===== src/design/sdi_pkg.sv =====
// Purpose: shared constants and carriers for the digital input function decoder
// Assumes: inputs synchronous to clk, active high
// Notes: stored positions held as 32-bit counts
package sdi_pkg;
   localparam int POS_W = 32;
   localparam int SPEED_W = 16;
   localparam int NUM_POS = 8;
   localparam logic [1:0] CLR_DEVIATION = 2'h0;
   localparam logic [1:0] CLR_FEEDBACK = 2'h1;
   localparam logic [1:0] CLR_ABORT = 2'h2;
   localparam logic [1:0] CLR_ABORT_REACH = 2'h3;
   localparam logic [2:0] SEL_RESET = 3'h0;

   typedef enum logic [1:0] {
      SDI_MODE_EXT_PULSE,
      SDI_MODE_INT_POS,
      SDI_MODE_SPEED,
      SDI_MODE_TORQUE
   } sdi_mode_e;

   typedef struct packed {
      logic clear_deviation;
      logic clear_feedback;
      logic abort_motion;
   } sdi_clear_s;

   typedef struct packed {
      logic start_move;
      logic [2:0] select;
      logic [POS_W-1:0] target;
   } sdi_move_s;
endpackage


===== src/design/sdi_input_functions.sv =====
// Purpose: decode assignable digital inputs into motion core actions
// Assumes: one clock, inputs synchronous, stored positions supplied by core
// Notes: action outputs are registered one-cycle pulses or levels
`timescale 1ns/1ps

// Notes on behaviour
// - pulse clear performs selected clear mode action
// - mode 0 clears deviation, position modes
// - mode 1 clears feedback and revolutions
// - mode 2 aborts motion, internal position only
// - mode 3 aborts, reached after stop
// - zero-speed lock holds position below threshold
// - invert reverses rotation in internal pos/speed/torque, not in external pulse mode
// - pause halts internal position command
// - trigger rising edge starts stored move
// - torque limit effective in speed/position
// - speed limit effective in torque mode
// - three selects choose one of eight
// - select decoded binary, all off first
module sdi_input_functions (
   input wire logic clk, // 40 MHz clock
   input wire logic rst, // async reset, high
   input wire sdi_pkg::sdi_mode_e control_mode, // active control mode
   input wire logic [1:0] clear_mode_setting, // pulse clear mode
   input wire logic pulse_clear_input, // pulse clear
   input wire logic zero_speed_lock_input, // zero speed lock
   input wire logic command_invert_input, // invert command
   input wire logic pause_input, // pause internal command
   input wire logic command_trigger_input, // trigger stored move
   input wire logic torque_limit_enable_input, // torque limit enable
   input wire logic speed_limit_enable_input, // speed limit enable
   input wire logic position_select_bit0, // select lsb
   input wire logic position_select_bit1, // select middle
   input wire logic position_select_bit2, // select msb
   input wire logic [sdi_pkg::SPEED_W-1:0] motor_speed, // speed magnitude
   input wire logic [sdi_pkg::SPEED_W-1:0] zero_speed_threshold, // lock threshold
   input wire logic motor_stopped, // core reports standstill
   input wire logic [sdi_pkg::NUM_POS*sdi_pkg::POS_W-1:0] stored_positions, // table
   output sdi_pkg::sdi_clear_s clear_out, // clear pulses
   output sdi_pkg::sdi_move_s move_out, // move request
   output logic position_reached_output, // reached after clear mode 3
   output logic hold_position, // zero speed lock active
   output logic invert_direction, // reverse rotation
   output logic command_paused, // internal command paused
   output logic torque_limit_active, // torque limit effective
   output logic speed_limit_active // speed limit effective
);
   import sdi_pkg::*;

   // ==========================================================
   // mode qualifiers
   logic pos_modes;
   logic in_int_pos;
   logic clear_prev_reg;
   logic trig_prev_reg;
   logic clear_edge;
   logic trig_edge;
   logic wait_stop_reg;
   logic [2:0] sel;
   logic [POS_W-1:0] pos_table [NUM_POS];

   assign in_int_pos = (control_mode == SDI_MODE_INT_POS);
   assign pos_modes = in_int_pos || (control_mode == SDI_MODE_EXT_PULSE);
   assign clear_edge = pulse_clear_input && !clear_prev_reg;
   assign trig_edge = command_trigger_input && !trig_prev_reg;
   assign sel = {position_select_bit2, position_select_bit1, position_select_bit0};

   genvar gi;
   generate
      for (gi = 0; gi < NUM_POS; gi++) begin : g_tab
         assign pos_table[gi] = stored_positions[gi*POS_W +: POS_W];
      end
   endgenerate

   // ==========================================================
   // edge history
   always_ff @(posedge clk or posedge rst) begin
      if (rst) begin
         clear_prev_reg <= 1'b0;
         trig_prev_reg <= 1'b0;
      end else begin
         clear_prev_reg <= pulse_clear_input;
         trig_prev_reg <= command_trigger_input;
      end
   end

   // ==========================================================
   // pulse clear
   always_ff @(posedge clk or posedge rst) begin
      if (rst) begin
         clear_out <= '0;
      end else begin
         clear_out <= '0;
         if (clear_edge) begin
            unique case (clear_mode_setting)
               CLR_DEVIATION: clear_out.clear_deviation <= pos_modes;
               CLR_FEEDBACK: clear_out.clear_feedback <= pos_modes;
               CLR_ABORT: clear_out.abort_motion <= in_int_pos;
               CLR_ABORT_REACH: clear_out.abort_motion <= in_int_pos;
            endcase
         end
      end
   end

   // wait for standstill then flag reached
   always_ff @(posedge clk or posedge rst) begin
      if (rst) begin
         wait_stop_reg <= 1'b0;
         position_reached_output <= 1'b0;
      end else begin
         if (clear_edge && in_int_pos && clear_mode_setting == CLR_ABORT_REACH) begin
            wait_stop_reg <= 1'b1;
            position_reached_output <= 1'b0;
         end else if (wait_stop_reg && motor_stopped) begin
            wait_stop_reg <= 1'b0;
            position_reached_output <= 1'b1;
         end else if (move_out.start_move) begin
            position_reached_output <= 1'b0;
         end
      end
   end

   // ==========================================================
   // triggered move
   always_ff @(posedge clk or posedge rst) begin
      if (rst) begin
         move_out <= '0;
         move_out.select <= SEL_RESET;
      end else begin
         move_out.start_move <= trig_edge && in_int_pos;
         if (trig_edge && in_int_pos) begin
            move_out.select <= sel;
            move_out.target <= pos_table[sel];
         end
      end
   end

   // ==========================================================
   // level functions
   always_ff @(posedge clk or posedge rst) begin
      if (rst) begin
         hold_position <= 1'b0;
         invert_direction <= 1'b0;
         command_paused <= 1'b0;
         torque_limit_active <= 1'b0;
         speed_limit_active <= 1'b0;
      end else begin
         hold_position <= zero_speed_lock_input && (motor_speed < zero_speed_threshold);
         invert_direction <= command_invert_input && (control_mode != SDI_MODE_EXT_PULSE);
         command_paused <= pause_input && in_int_pos;
         torque_limit_active <= torque_limit_enable_input
            && (control_mode != SDI_MODE_TORQUE);
         speed_limit_active <= speed_limit_enable_input
            && (control_mode == SDI_MODE_TORQUE);
      end
   end

   // ==========================================================
   // checks
   AST_CLR_DEV: assert property (@(posedge clk) disable iff (rst)
      (clear_edge && pos_modes && clear_mode_setting == CLR_DEVIATION)
      |=> clear_out.clear_deviation)
      else $error("deviation clear missing");
   AST_CLR_FB: assert property (@(posedge clk) disable iff (rst)
      (clear_edge && pos_modes && clear_mode_setting == CLR_FEEDBACK)
      |=> clear_out.clear_feedback && !clear_out.clear_deviation)
      else $error("feedback clear missing");
   AST_ABORT: assert property (@(posedge clk) disable iff (rst)
      clear_out.abort_motion |-> $past(in_int_pos) && $past(clear_mode_setting[1]))
      else $error("abort outside internal position");
   AST_REACH: assert property (@(posedge clk) disable iff (rst)
      $rose(position_reached_output) |-> $past(wait_stop_reg) && $past(motor_stopped))
      else $error("reached without stop");
   AST_LOCK: assert property (@(posedge clk) disable iff (rst)
      (zero_speed_lock_input && motor_speed < zero_speed_threshold) |=> hold_position)
      else $error("lock not held");
   AST_INV: assert property (@(posedge clk) disable iff (rst)
      (control_mode == SDI_MODE_EXT_PULSE) |=> !invert_direction)
      else $error("invert in pulse mode");
   AST_PAUSE: assert property (@(posedge clk) disable iff (rst)
      (pause_input && in_int_pos) |=> command_paused)
      else $error("pause not applied");
   // trigger already high at reset release counts as an edge
   AST_TRIG: assert property (@(posedge clk) disable iff (rst)
      move_out.start_move |-> $past(command_trigger_input)
      && (!$past(command_trigger_input, 2) || $past(rst, 2)))
      else $error("move without rising edge");
   AST_SEL: assert property (@(posedge clk) disable iff (rst)
      move_out.start_move |-> move_out.select == $past(sel)
      && move_out.target == $past(pos_table[sel]))
      else $error("wrong stored position");
   AST_LIM: assert property (@(posedge clk) disable iff (rst)
      speed_limit_active |-> !torque_limit_active)
      else $error("both limits active");

   // ==========================================================
   // refusals and held values
   AST_NO_CLR: assert property (@(posedge clk) disable iff (rst)
      (clear_edge && !pos_modes) |=> clear_out == '0)
      else $error("clear outside position modes");
   AST_ABORT_REQ: assert property (@(posedge clk) disable iff (rst)
      (clear_edge && in_int_pos && clear_mode_setting[1]) |=> clear_out.abort_motion)
      else $error("abort missing");
   AST_REACH_CLR: assert property (@(posedge clk) disable iff (rst)
      (clear_edge && in_int_pos && clear_mode_setting == CLR_ABORT_REACH)
      |=> !position_reached_output)
      else $error("reached not withdrawn on abort");
   AST_LOCK_OFF: assert property (@(posedge clk) disable iff (rst)
      !zero_speed_lock_input |=> !hold_position)
      else $error("lock without input");
   AST_INV_ON: assert property (@(posedge clk) disable iff (rst)
      (command_invert_input && control_mode != SDI_MODE_EXT_PULSE) |=> invert_direction)
      else $error("invert not applied");
   AST_PAUSE_OFF: assert property (@(posedge clk) disable iff (rst)
      !in_int_pos |=> !command_paused)
      else $error("pause outside internal position");
   AST_NO_MOVE: assert property (@(posedge clk) disable iff (rst)
      (command_trigger_input && !in_int_pos) |=> !move_out.start_move)
      else $error("move outside internal position");
   AST_TRQ: assert property (@(posedge clk) disable iff (rst)
      (torque_limit_enable_input && control_mode != SDI_MODE_TORQUE) |=> torque_limit_active)
      else $error("torque limit not applied");
   AST_SPD: assert property (@(posedge clk) disable iff (rst)
      (speed_limit_enable_input && control_mode == SDI_MODE_TORQUE) |=> speed_limit_active)
      else $error("speed limit not applied");
   AST_SEL_HOLD: assert property (@(posedge clk) disable iff (rst)
      !move_out.start_move |-> $stable(move_out.select) && $stable(move_out.target))
      else $error("move request changed without trigger");
   AST_SEL0: assert property (@(posedge clk) disable iff (rst)
      (move_out.start_move && move_out.select == 3'h0)
      |-> move_out.target == $past(stored_positions[POS_W-1:0]))
      else $error("all-off select not first entry");
endmodule


===== config.mk =====
export PLATFORM = sky130hd
export DESIGN_NAME = sdi_input_functions
export DESIGN_NICKNAME = d
export VERILOG_FILES = /design/src/design/sdi_pkg.sv /design/src/design/sdi_input_functions.sv
export SDC_FILE = /design/constraint.sdc
export NUM_CORES = 1
export LEC_CHECK = 0
export BUFFER_PORTS_ARGS = -buffer_cell sky130_fd_sc_hd__buf_2
export CORE_AREA = 2 2 136 138
export CTS_BUF_LIST = sky130_fd_sc_hd__clkbuf_8
export CTS_CLUSTER_DIAMETER = 40
export DETAILED_ROUTE_END_ITERATION = 16
export DIE_AREA = 0 0 138 140
export SLEW_MARGIN = 20
export SYNTH_ARGS = -nofsm -noshare
export SYNTH_HDL_FRONTEND = slang
export SYNTH_SLANG_ARGS = --single-unit

===== constraint.sdc =====
create_clock -name clk -period 1.6 [get_ports clk]
set_input_delay 0.32 -clock clk [delete_from_list [all_inputs] [get_ports clk]]
set_output_delay 0.32 -clock clk [all_outputs]
set_load 0.005 [all_outputs]

# After elaboration in Yosys (flattened, before gate mapping)
# Index checks and enable logic that the tools add are counted.
# W data, S select, Z words.
# word_totals
rom_bits	0
mem_count	0
out_inout_bits	45
in_bits	305
ramBits	0
register_bits	48
latchBits	0
# op_classes
eq_ne	6
shifts	0
addsub	0
order_cmp	2
multipliers	0
reduce_logical	20
n_mux	12
div_mod_pow	0
bitwise_logic	1
# op_table
cell	count
$bmux W32 S3	1
$mux W32	2
$lt A16 B16 Y1	1
$logic_and A1 B1 Y1	11
$mux W1	8
$eq A2 B2 Y1 const B	3
$eq A2 B1 Y1 const B	2
$ge A4 B4 Y1 const B	1
$logic_not A2 Y1	2
$not A3 Y4	1
$reduce_bool A2 Y1	2
$mux W3	1
$reduce_bool A3 Y1	1
$logic_not A1 Y1	2
$ne A2 B2 Y1 const B	1
$reduce_or A2 Y1	1
$logic_or A1 B1 Y1	1

# Longest topological paths before layout
# depth
word_depth	5
mapped_depth	6

# Worst setup path before layout
# OpenSTA, ideal clock, no wires.
# synth_timing
path_type	input to register
from	input port zero_speed_threshold[15] in the netlist's numbering
to	register hold_position
required_time_ps	1465
arrival_time_ps	1452
setup_slack_ps	14
n_path_buf	0
path_stages	6
cell_sequence	inv_1 > ha_1 > nand4_1 > or3_1 > a2111oi_0 > nor4_1
# synth_between
elab_chain_cells	2
# synth_lines
item	line	rtl
from (decl)	sdi_input_functions.sv:36	input wire logic [sdi_pkg::SPEED_W-1:0] zero_speed_threshold,
$lt A16 B16 Y1	sdi_input_functions.sv:148	hold_position <= zero_speed_lock_input && (motor_speed < zero_speed_threshold);
$logic_and A1 B1 Y1	sdi_input_functions.sv:148	
to (signal assigned)	sdi_input_functions.sv:148	
to (decl)	sdi_input_functions.sv:42	output logic hold_position,
# No other way between the ends.
# A chain may end at the register's enable or synchronous reset.

# Worst setup path after layout
# Same ends and word-level chain as after synthesis.

==> summary.txt <==
STA
  – Slew @ Worst Pin: 0.3779 ns
  – Max Fclk: 0.6732 GHz
  – Final Hold Viols: 0
  – Max Clock Skew: about 0.0074 ns
  – Worst rel slew slack: 74.16%
  – Max Slew Vio Count: 0
  – Tcrit/Tclk final: 92.85%
  – Final setup vio count: 0
  – Fin crit period: 1.486 ns
  – RSZ-0062 raised after global routing: no

Critical path
  – RR Endpoint: move_out[5]
  – Crit-path cells: buf_2 -> inv_1 -> ha_1 -> nand4_1 -> or3_1 -> a2111oi_1 -> nor4_1
  – Crit path largest cell delay: 0.43 ns
  – CP Buf/Inv Count: 2
  – CP top delay family: simple AND/OR/NAND/NOR gates
  – R2R depth: 4
  – Setup CP Type: input pin to flop
  – Crit start category: input pin
  – Slowest cell on the critical path: or3_1
  – Data required, critical path: 1.80 ns
  – Setup crit end kind: flop
  – Reg2reg start: trig_prev_reg
  – Crit path max fanout: 3
  – Reg2reg setup slack: 0.13 ns
  – Worst EP arrival: 1.69 ns

Place
  – Placed Area: approximately 6000 sq um
  – Routability Congestion: 0.8146
  – Final HPWL DP: 12.69 mm
  – Port Buffers: 349

Logic synthesis
  – Syn_area_per_cell: 12.87 sq um
  – Most common cell in the synthesized netlist: mux4_2
  – Synthesized netlist cell count: between 300 and 400
  – Synth Flop Type: dfrtp_1
  – Yosys reg bits: 48
  – Top post-synthesis cells by count: 63 x mux4_2, 48 x dfrtp_1, 38 x a21oi_1
  – Synth warn: 0
  – Area leader, netlist: mux4_2
  – Synth area leaders: mux4_2 36%, dfrtp_1 30%, mux2i_1 8.1%
  – Yosys top cell area share: 35.92%
  – Number of synthesized flops with an enable pin: 0
  – Asr flop ratio synth: 100.0%
  – Yosys cell types: 33
  – Sequential area share after synthesis: 30.41%
  – Netlist Area Pre-Place: slightly below 4000 sq um
  – Syn_nets: between 600 and 700

Detailed routing
  – DR vias/cell: 4.582
  – Initial DRC count: 180
  – Post-Route WL: 15.14 mm
  – Via count: between 4000 and 5000
  – Wirelength per Cell: between 15 and 20 um
  – Detail Route Antenna Nets: 0
  – DRC violations left: 0
  – 1st-pass router iterations: 5

Status
  – Status: finished, final reports clean

Clock network
  – Clock-pin slew on the worst setup and hold paths: 0.10 ns
  – CTS tree: done
  – TritonCTS Sinks: 48
  – CTS resizes: 0
  – CTS Buf Count: 5
  – Worst-skew pair later-pin latency: 0.32 ns
  – CTS root buf: clkbuf_8
  – Clock tree buffer depth: 2
  – H-tree depth: 2
  – Number of post-CTS setup repair buffers: 0
  – CTS hold repair buffers: 0

Global route
  – GR Util All Layers: between 10% and 20%
  – Vias in the first global route: 4346
  – Global-route wire length before repair: 23.26 mm
  – Antenna violations before repair: 2
  – Total grt overflow: 0
  – Largest net degree at the start of global routing: 49

Die
  – Die height: 140 um
  – # rows: 49
  – Die ar.: about 19000 sq um
  – Ports: between 300 and 400
  – Starting Density: approximately 22%
  – Core area: 17780 sq um
  – Die width: 138 um

Power and ir drop
  – Worst IR Drop VDD: 0.0003129 V
  – Leak Pwr: 3.100 nW
  – Power density cells: approximately 680 nW/um^2
  – Tot Pwr: 4.152 mW

Finish
  – Post-route cell area: just over 6000 sq um
  – Max reg flops: 36
  – Share of cells above drive strength 1: 67.08%
  – Fin nets: 972
  – Most flop-heavy register: move_out
  – Syn-to-layout area delta: 55.15%
  – Largest regs: move_out x36, clear_out x3

Flow run
  – Max_cap viols: 0

Worst hold path
  – Worst hold path class: input pin to async pin
[per-layer routing]
layer	vias up	GRT usage (%)	part of all wire, %
met5	-	0	0.086
met4	2	3.813	1.4
met3	20	3.624	6.8
met2	200	26.29	51
met1	1936	19.60	40
li1	1888	-	-
[logic make-up (layout without fill, tap and decap cells)]
family,after synthesis,count (layout),synth area share (%)
compound gates,49,49,6.842
flops,48,48,30.41
buf+inv,45,391,6.526
fa+ha+maj,15,15,4.751
other cells,0,1,0
simple gates,51,51,5.923
mux,99,99,45.55
[power breakdown]
group	switching (mW)	total, mW	internal, mW
sequential	0.106	1.54	1.43
clock	0.461	1.09	0.630
combinational	0.638	1.52	0.887
[worst max-delay path by stage]
stage	start	endpoint	slack, ns	cells past startpoint
after floorplan	zero_speed_threshold[15]	hold_position	0.01	6
after global placement	zero_speed_threshold[15]	hold_position	-0.14	7
after detailed placement	zero_speed_threshold[15]	hold_position	-0.24	7
after CTS	trig_prev_reg	move_out[5]	0.11	4
after global routing	trig_prev_reg	move_out[12]	0.01	4
final	zero_speed_threshold[15]	hold_position	0.11	7
[per-stage QoR]
step	instances	TNS (ns)	setup slack [ns]	utilization [%]	hold slack (ns)
6_report	883	0	0.1144	34.47	0.03805
4_1_cts	882	0	0.1146	34.45	0.02395
5_1_grt	883	0	0.01310	34.47	0.03922
2_1_floorplan	307	0	0.01363	-	0.3514
3_3_place_gp	874	-0.8675	-0.1396	33.67	0.3886
3_5_place_dp	874	-1.273	-0.2408	33.67	0.3916
[placed cells by master (no fill, tap or decap), types with 5 or more instances in the layout]
cell type,netlist,routed
clkbuf_8,0,5
buf_2,12,348
buf_12,2,6
dfrtp_1,48,48
inv_1,19,18
buf_4,1,10
mux2i_1,32,32
a21oi_1,38,38
mux4_2,63,63
ha_1,15,15
nor2_1,32,32
nand2_1,6,6
[area by class of cell]
class | instances | area (sq um)
repair buffers | 364 | 1937
clock inverters | 3 | 68.82
diodes | 1 | 2.502
clock buffers | 5 | 68.82
inverters | 19 | 71.32
fillers | 1845 | 11650
multi-input cells | 214 | 2492
well taps | 229 | 286.5
flip-flops and latches | 48 | 1201
[worst reg2reg max path: cells and delay by family (launching register included)]
family,cells,cell delay (ns)
DFF,1,0.37
AOI/OAI and AO/OA,1,0.12
and+or+nand+nor,2,0.60
buffers and inverters,1,0.32
(Power assumes the default switching activity.)
